==> config.mk <==
export PLATFORM = sky130hd
export DESIGN_NAME = icdn_day_night
export DESIGN_NICKNAME = d
export VERILOG_FILES = /design/src/design/icdn_day_night.v /design/src/design/icdn_sec_timer.v
export VERILOG_INCLUDE_DIRS = /design/src /design/src/include
export SDC_FILE = /design/constraint.sdc
export NUM_CORES = 1
export LEC_CHECK = 0
export ABC_AREA = 0
export BUFFER_PORTS_ARGS = -buffer_cell sky130_fd_sc_hd__buf_4
export CAP_MARGIN = 0
export CORE_MARGIN = 2
export CORE_UTILIZATION = 40
export CTS_CLUSTER_SIZE = 28
export DETAILED_ROUTE_END_ITERATION = 10
export PLACE_DENSITY = 0.71
export SYNTH_ARGS = -nofsm -noshare
export SYNTH_HDL_FRONTEND = slang
export SYNTH_HIERARCHICAL = 1
export SYNTH_SLANG_ARGS = --single-unit
==> constraint.sdc <==
create_clock -name sys_clk -period 3.4 [get_ports sys_clk]
set_clock_uncertainty 0.2 [all_clocks]
set_input_delay 0.34 -clock sys_clk [delete_from_list [all_inputs] [get_ports sys_clk]]
set_output_delay 0.34 -clock sys_clk [all_outputs]
set_load 0.01 [all_outputs]
==> src/include/icdn_defines.vh <==
// Constants for the infrared-cut day/night controller
`ifndef ICDN_DEFINES_VH
`define ICDN_DEFINES_VH

// Register byte offsets
`define ICDN_OFF_CTRL 8'h00
`define ICDN_OFF_SWLEVEL 8'h04
`define ICDN_OFF_WAIT 8'h08
`define ICDN_OFF_CURLEVEL 8'h0c
`define ICDN_OFF_STATE 8'h10
`define ICDN_OFF_INTSTAT 8'h14
`define ICDN_OFF_INTMASK 8'h18

// Mode codes in the control register
`define ICDN_MODE_AUTO 2'h0
`define ICDN_MODE_NIGHT 2'h1
`define ICDN_MODE_DAY 2'h2
`define ICDN_MODE_INPUT 2'h3

// Control register fields
`define ICDN_CTRL_MODE_LSB 0
`define ICDN_CTRL_MODE_MSB 1
`define ICDN_CTRL_ANN_EN 4
`define ICDN_CTRL_INSEL_LSB 8
`define ICDN_CTRL_INSEL_MSB 10
`define ICDN_CTRL_ANNSEL_LSB 12
`define ICDN_CTRL_ANNSEL_MSB 14

// State register fields
`define ICDN_ST_NIGHT 0
`define ICDN_ST_DARK 1
`define ICDN_ST_PENDING 2

// Interrupt bits
`define ICDN_INT_TO_NIGHT 0
`define ICDN_INT_TO_DAY 1
`define ICDN_INT_CROSS 2
`define ICDN_INT_WIDTH 3

// Reset values
`define ICDN_RST_CTRL 32'h00000000
`define ICDN_RST_SWLEVEL 16'h0000
`define ICDN_RST_WAIT 16'h000a
`define ICDN_RST_INTMASK 3'h0

// Timing: one second at the system clock rate
`define ICDN_CLK_HZ 20000000
`define ICDN_SEC_S 1
`define ICDN_SEC_CYCLES (`ICDN_CLK_HZ * `ICDN_SEC_S)

`endif

==> src/design/icdn_day_night.v <==
// Day/night controller for an infrared-cut filter with an APB register file
`include "icdn_defines.vh"

// Behaviour
// - Auto mode detects night/day changes itself and moves the filter to match.
// - Forced night mode keeps the filter out of the light path.
// - Forced day mode keeps the filter in front of the sensor.
// - Input mode sets the filter from the selected I/O port level.
// - A read-only status shows whether the filter is in night or day position.
// - Threshold and timing govern the filter only in auto mode.
// - Day to night only after darkness stays above level longer than wait.
// - Night to day only after darkness stays below level longer than wait.
// - Darkness reads as a signed level, rising as the scene darkens.
// - One wait time in whole seconds serves both directions.
// - With announce enabled, a selected I/O port shows night or day.
module icdn_day_night #(
    parameter [31:0] SEC_CYCLES = `ICDN_SEC_CYCLES
) (
    // Clock and reset
    input wire sys_clk,
    input wire rst,
    // APB slave
    input wire psel,
    input wire penable,
    input wire pwrite,
    input wire [7:0] paddr,
    input wire [31:0] pwdata,
    output reg [31:0] prdata,
    output wire pready,
    output reg pslverr,
    // Darkness measurement
    input wire [15:0] darkLevel,
    // General purpose I/O ports
    input wire [7:0] gpioIn,
    output reg [7:0] gpioOut,
    output reg [7:0] gpioOe,
    // Filter actuator
    output reg filterNight,
    // Interrupt
    output reg irq
);

    localparam [2:0] ST_DAY = 3'b001;
    localparam [2:0] ST_NIGHT = 3'b010;
    localparam [2:0] ST_FORCED = 3'b100;

    // One-hot decode of a three-bit port selector
    function [7:0] portOneHot;
        input [2:0] sel;
        begin
            portOneHot = 8'h01 << sel;
        end
    endfunction

    // Address match against a register offset
    function addrIs;
        input [7:0] addr;
        input [7:0] off;
        begin
            addrIs = (addr == off);
        end
    endfunction

    // Configuration registers
    reg [1:0] mode;
    reg announceEn;
    reg [2:0] inSel;
    reg [2:0] annSel;
    reg [15:0] switchLevel;
    reg [15:0] waitTime;
    reg [2:0] intMask;

    // Status and control state
    reg [2:0] intStat;
    reg [2:0] intReadSnap;
    reg [2:0] autoState;
    reg [2:0] next_autoState;
    reg next_filterNight;
    reg prevAbove;

    // Bus decode
    wire setupPhase;
    wire accessPhase;
    wire wrDone;
    wire rdDone;
    reg mapped;
    reg [31:0] rdValue;

    // Darkness comparison
    wire darkAbove;
    wire darkBelow;
    wire pending;
    wire [15:0] heldSeconds;
    wire heldPartial;
    wire timeUp;
    wire [2:0] events;
    wire [7:0] annHot;

    assign setupPhase = psel && !penable;
    assign accessPhase = psel && penable;
    assign pready = accessPhase;
    assign wrDone = accessPhase && pwrite;
    assign rdDone = accessPhase && !pwrite;

    // Signed comparison of measured darkness with the switch level
    assign darkAbove = $signed(darkLevel) > $signed(switchLevel);
    assign darkBelow = $signed(darkLevel) < $signed(switchLevel);

    // Condition that would move the filter, valid only in auto mode
    assign pending = (mode == `ICDN_MODE_AUTO) &&
                     (((autoState == ST_DAY) && darkAbove) ||
                      ((autoState == ST_NIGHT) && darkBelow));

    // Strictly longer than the wait time, shared by both directions
    assign timeUp = (heldSeconds > waitTime) ||
                    ((heldSeconds == waitTime) && heldPartial);

    // Timer runs only while the crossing persists
    icdn_sec_timer #(
        .SEC_CYCLES(SEC_CYCLES)
    ) uTimer (
        .sys_clk(sys_clk),
        .rst(rst),
        .run(pending),
        .seconds(heldSeconds),
        .partial(heldPartial)
    );

    // Auto state machine and filter position
    always @* begin
        next_autoState = autoState;
        next_filterNight = filterNight;
        case (mode)
            `ICDN_MODE_AUTO: begin
                case (autoState)
                    ST_DAY: begin
                        next_filterNight = 1'b0;
                        if (pending && timeUp) begin
                            next_autoState = ST_NIGHT;
                            next_filterNight = 1'b1;
                        end
                    end
                    ST_NIGHT: begin
                        next_filterNight = 1'b1;
                        if (pending && timeUp) begin
                            next_autoState = ST_DAY;
                            next_filterNight = 1'b0;
                        end
                    end
                    ST_FORCED: begin
                        // Resume auto from the position the filter now holds
                        next_autoState = filterNight ? ST_NIGHT : ST_DAY;
                    end
                    default: begin
                        next_autoState = ST_DAY;
                        next_filterNight = 1'b0;
                    end
                endcase
            end
            `ICDN_MODE_NIGHT: begin
                next_autoState = ST_FORCED;
                next_filterNight = 1'b1;
            end
            `ICDN_MODE_DAY: begin
                next_autoState = ST_FORCED;
                next_filterNight = 1'b0;
            end
            `ICDN_MODE_INPUT: begin
                next_autoState = ST_FORCED;
                // Port direction and function are set up by software
                next_filterNight = gpioIn[inSel];
            end
            default: begin
                next_autoState = ST_FORCED;
                next_filterNight = filterNight;
            end
        endcase
    end

    // Filter state registers
    always @(posedge sys_clk) begin
        if (rst) begin
            autoState <= ST_DAY;
            filterNight <= 1'b0;
            prevAbove <= darkAbove; // Track the level so release brings no false crossing
        end else begin
            autoState <= next_autoState;
            filterNight <= next_filterNight;
            prevAbove <= darkAbove;
        end
    end

    // Events: filter moved to night, to day, darkness crossed the level
    assign events[`ICDN_INT_TO_NIGHT] = next_filterNight && !filterNight;
    assign events[`ICDN_INT_TO_DAY] = !next_filterNight && filterNight;
    assign events[`ICDN_INT_CROSS] = (darkAbove != prevAbove);

    // Announce port drive
    assign annHot = portOneHot(annSel);

    genvar gi;
    generate
        for (gi = 0; gi < 8; gi = gi + 1) begin : gAnnounce
            // Each port is driven only when announcing and selected
            always @(posedge sys_clk) begin
                if (rst) begin
                    gpioOut[gi] <= 1'b0;
                    gpioOe[gi] <= 1'b0;
                end else begin
                    gpioOe[gi] <= announceEn && annHot[gi];
                    gpioOut[gi] <= announceEn && annHot[gi] && next_filterNight;
                end
            end
        end
    endgenerate

    // Configuration writes take effect at the completing access edge
    always @(posedge sys_clk) begin
        if (rst) begin
            mode <= `ICDN_MODE_AUTO;
            announceEn <= 1'b0;
            inSel <= 3'h0;
            annSel <= 3'h0;
            switchLevel <= `ICDN_RST_SWLEVEL;
            waitTime <= `ICDN_RST_WAIT;
            intMask <= `ICDN_RST_INTMASK;
        end else if (wrDone) begin
            if (addrIs(paddr, `ICDN_OFF_CTRL)) begin
                mode <= pwdata[`ICDN_CTRL_MODE_MSB:`ICDN_CTRL_MODE_LSB];
                announceEn <= pwdata[`ICDN_CTRL_ANN_EN];
                inSel <= pwdata[`ICDN_CTRL_INSEL_MSB:`ICDN_CTRL_INSEL_LSB];
                annSel <= pwdata[`ICDN_CTRL_ANNSEL_MSB:`ICDN_CTRL_ANNSEL_LSB];
            end
            if (addrIs(paddr, `ICDN_OFF_SWLEVEL)) begin
                switchLevel <= pwdata[15:0];
            end
            if (addrIs(paddr, `ICDN_OFF_WAIT)) begin
                waitTime <= pwdata[15:0];
            end
            if (addrIs(paddr, `ICDN_OFF_INTMASK)) begin
                intMask <= pwdata[`ICDN_INT_WIDTH-1:0];
            end
        end
    end

    // Read multiplexer, sampled in the setup cycle
    always @* begin
        rdValue = 32'h00000000;
        mapped = 1'b1;
        case (paddr)
            `ICDN_OFF_CTRL: begin
                rdValue[`ICDN_CTRL_MODE_MSB:`ICDN_CTRL_MODE_LSB] = mode;
                rdValue[`ICDN_CTRL_ANN_EN] = announceEn;
                rdValue[`ICDN_CTRL_INSEL_MSB:`ICDN_CTRL_INSEL_LSB] = inSel;
                rdValue[`ICDN_CTRL_ANNSEL_MSB:`ICDN_CTRL_ANNSEL_LSB] = annSel;
            end
            `ICDN_OFF_SWLEVEL: begin
                rdValue = {{16{switchLevel[15]}}, switchLevel};
            end
            `ICDN_OFF_WAIT: begin
                rdValue[15:0] = waitTime;
            end
            `ICDN_OFF_CURLEVEL: begin
                rdValue = {{16{darkLevel[15]}}, darkLevel};
            end
            `ICDN_OFF_STATE: begin
                rdValue[`ICDN_ST_NIGHT] = filterNight;
                rdValue[`ICDN_ST_DARK] = darkAbove;
                rdValue[`ICDN_ST_PENDING] = pending;
            end
            `ICDN_OFF_INTSTAT: begin
                rdValue[`ICDN_INT_WIDTH-1:0] = intStat;
            end
            `ICDN_OFF_INTMASK: begin
                rdValue[`ICDN_INT_WIDTH-1:0] = intMask;
            end
            default: begin
                mapped = 1'b0;
            end
        endcase
    end

    // Registered read data and error answer
    always @(posedge sys_clk) begin
        if (rst) begin
            prdata <= 32'h00000000;
            pslverr <= 1'b0;
            intReadSnap <= 3'h0;
        end else if (setupPhase) begin
            prdata <= pwrite ? 32'h00000000 : rdValue;
            pslverr <= !mapped;
            intReadSnap <= (!pwrite && addrIs(paddr, `ICDN_OFF_INTSTAT)) ?
                           intStat : 3'h0;
        end
    end

    // Sticky interrupt status; a read clears only the bits it returned
    always @(posedge sys_clk) begin
        if (rst) begin
            intStat <= 3'h0;
        end else if (rdDone && addrIs(paddr, `ICDN_OFF_INTSTAT)) begin
            intStat <= (intStat & ~intReadSnap) | events;
        end else begin
            intStat <= intStat | events;
        end
    end

    // Level interrupt output
    always @(posedge sys_clk) begin
        if (rst) begin
            irq <= 1'b0;
        end else begin
            irq <= |(intStat & intMask);
        end
    end

endmodule

==> src/design/icdn_sec_timer.v <==
// Persistence timer counting whole seconds while a condition holds
`include "icdn_defines.vh"

module icdn_sec_timer #(
    parameter [31:0] SEC_CYCLES = `ICDN_SEC_CYCLES
) (
    // Clock and reset
    input wire sys_clk,
    input wire rst,
    // Control
    input wire run,
    // Elapsed time
    output reg [15:0] seconds,
    output reg partial
);

    reg [31:0] cycCount;

    // Count cycles and seconds; a dropped run restarts from zero
    always @(posedge sys_clk) begin
        if (rst || !run) begin
            cycCount <= 32'h00000000;
            seconds <= 16'h0000;
            partial <= 1'b0;
        end else begin
            if (cycCount == SEC_CYCLES - 32'h00000001) begin
                cycCount <= 32'h00000000;
                partial <= 1'b0;
                if (seconds != 16'hffff) begin
                    seconds <= seconds + 16'h0001;
                end
            end else begin
                cycCount <= cycCount + 32'h00000001;
                partial <= 1'b1;
            end
        end
    end

endmodule

==> results.cfg <==
[critical_path]
crit_fanout = 5
cp_top_family = simple AND/OR/NAND/NOR gates
critPathRequiredTime_ns = 3.51
critPathLaunchType = register
crit_start = switchLevel[15]
reg2reg_from = switchLevel[15]
cp_cell_sequence = inv_1, ha_1, nand4_1, nor2_1, a41oi_1, or2_0, and2_1, mux2_2, nor2b_1, buf_4, nand2_1, a21oi_1, a31o_2
cp-endpoint = uTimer/seconds[2]
r2r_end = uTimer/seconds[2]
worstSetupPathType = reg2reg
critPathArrivalTime_ns = 3.15
rr_worst_depth = 13
crit_cells = 13
max_stage_delay_ns = 0.36
cp_slowest_cell = dfxtp_1
worst_setup_path_end_kind = register
rrSetupSlack_ns = 0.36
worst-path-buf-inv = 2

[global_routing]
grt_util_all_layers = 0.196
antenna_found_initial = 0
grt_max_degree = 70
grt.overflow.total = 0
grt_pass1_vias = 5802
grt_first_pass_wirelength_mm = 28.6

[logic_synthesis]
synth_common_cells = dfxtp_1 (139), nand2_1 (139), nor2_1 (87)
async_reset_ff_frac = 0
netlist_area_sq_um = 7010
synth-seq-cells = 139
synth-main-ff-cell = dfxtp_1
syn_inst = 842
ys_types = 64
ys_top_cells_by_area = dfxtp_1 (40%), nand2_1 (7.4%), ha_1 (6.1%)
seq_area_frac_synth = 0.397
syn_nets = 945
synth_top_area_frac = 0.397
yosysTopAreaCell = dfxtp_1
synth_edf_count = 0
yosys_warnings = 6
syn_area_per_cell_sq_um = 8.33

[sta]
rsz0062_at_grt = no
finalSetupViolations = 0
layout_setup_ws_ns = 0.364
period_minus_slack_ns = 3.04
finalSetupTns_ns = 0
finalCritPeriodShare = 0.893
max_freq_ghz = 0.329
slew-limit-headroom = 0.454
worst-slew-pin-transition_ns = 0.816
slew_viol_final = 0
hold_violations = 0
whs_ns = 0.0903

[die]
die_w_um = 136
dieArea_sq_um = 18600
io_pins = 121
initial_utilization = 0.407
core_sq_um = 17200
rows = 48
die_h_um = 136

[placement]
placed_cell_area_sq_um = 7850
gp_congestion = 0.890
hpwl_mm = 12.6
io_buffer_count = 104
pre_cts_ws_ns = 0.342

[cts]
numCtsBuffers = 17
path_clk_slew_ns = 0.06
cts_tree = done
h-tree-depth = 4
clk_latency_ns = 0.43
cts.path.max_buffers = 2
post_cts_buffers = 0
root_buffer = clkbuf_16
clock_sinks = 139

[cells_and_area]
fin_area_sq_um = 8590
areaGrowthSynthToFinish_pct = 22.4
final_layout_size_suffix_gt1_frac = 0.180
diodes = 0
nNetsFinal = 1038
fill_cells = 1608

[detailed_routing]
drt_pre_antenna_iters = 5
drc = 0
wl_per_cell_um = 15.3
wirelength_mm = 17.9
ant_nets = 0
drtIter0Drc = 388
viasPerCell = 5.27
dr_total_vias = 6187

[job]
cap_viol_max_count = 0

[power_and_ir_drop]
ir_worst_vdd_mv = 0.361
power.density_nw_per_um2 = 425
power_leakage_uw = 0.00309

[hold_path]
min-delay-path-class = in2reg

[status]
outcome = finished clean
[where the power goes]
group          total, uW  internal (uW)  leakage [uW]  switching [uW]
Combinational        219            100       0.00170             119
Clock               1790           1050      0.000263             738
Sequential          1640           1640       0.00112            4.22
Total               3650           2790       0.00309             861
[worst reg2reg max path, stage by stage (launching register included)]
cell	delay [ns]
dfxtp_1	0.36
inv_1	0.05
ha_1	0.34
nand4_1	0.14
nor2_1	0.20
a41oi_1	0.16
or2_0	0.25
and2_1	0.23
mux2_2	0.35
nor2b_1	0.16
buf_4	0.15
nand2_1	0.06
a21oi_1	0.04
a31o_2	0.23
[per-layer routing]
metal  up-vias  track usage  wire, um
li1       3117            -         -
met1      2849        0.244      8020
met2       186        0.319      8380
met3        35       0.0533      1030
met4         0       0.0856       471
met5         -            0         0
[logic make-up (layout without fill, tap and decap cells)]
family,after synthesis,count (layout),synth area share
and+or+nand+nor,370,370,0.259
DFF,139,139,0.397
adders and majority gates,34,34,0.0607
xor gates and xnor gates,31,31,0.0387
buffers and inverters,101,207,0.0669
AOI/OAI and AO/OA,144,144,0.125
muxes,23,23,0.0528
[state kept, by name, indices dropped and copies added (netlist names), 3 cells and up]
| register | count |
|---|---|
| waitTime | 16 |
| prdata | 17 |
| inSel | 3 |
| intMask | 3 |
| intStat | 3 |
| annSel | 3 |
| intReadSnap | 3 |
| uTimer/seconds | 16 |
| uTimer/cycCount | 32 |
| gpioOut | 8 |
| gpioOe | 8 |
| switchLevel | 16 |
| autoState | 3 |
[per-stage QoR]
| stage | power (uW) | cells | util |
|---|---|---|---|
| 6_report | 3650 | 1173 | 0.498 |
| 3_3_place_gp | 1880 | 1125 | 0.456 |
| 3_5_place_dp | 1880 | 1125 | 0.456 |
| 4_1_cts | 3670 | 1173 | 0.498 |
| 2_1_floorplan | 1780 | 842 | - |
| 5_1_grt | 3770 | 1173 | 0.498 |
[cell type report]
type	count	area [sq um]	share of cell area
Timing Repair Buffer	128	1010	0.118
Multi-Input combinational cell	602	3760	0.438
Clock inverter	11	111	0.0130
Inverter	47	176	0.0205
Clock buffer	21	460	0.0536
Tap cell	225	282	0.0328
Sequential cell	139	2780	0.324
[cell usage in the layout, fill, tap and decap left out, drive strengths merged, types with 10 or more instances in the layout]
cell type    netlist  final
o21ai             27     27
dlygate4sd3        0     16
mux4              11     11
nand2            139    139
inv               46     48
nand4             14     14
nand3             22     22
a21oi             67     67
ha                34     34
clkbuf            26     21
nor2              89     89
a22oi             18     18
buf               28    112
mux2i             10     10
nor3              24     24
xnor2             23     23
or3               11     11
nor4              19     19
dfxtp            139    139
[timing repair]
item | 4_1_cts | 5_1_grt
hold buffers | 16 | 0
resized for setup | 0 | 0
endpoints found under the hold margin | 43 | 0
[worst min path at each step]
stage | start | to | depth (start not counted)
floorplan | uTimer/cycCount[0] | uTimer/cycCount[0] | 1
global placement | uTimer/cycCount[0] | uTimer/cycCount[0] | 1
detailed placement | uTimer/cycCount[0] | uTimer/cycCount[0] | 1
CTS | paddr[1] | prdata[1] | 4
global route | rst | uTimer/partial | 4
finish | paddr[1] | prdata[1] | 4
(Power assumes the default switching activity.)
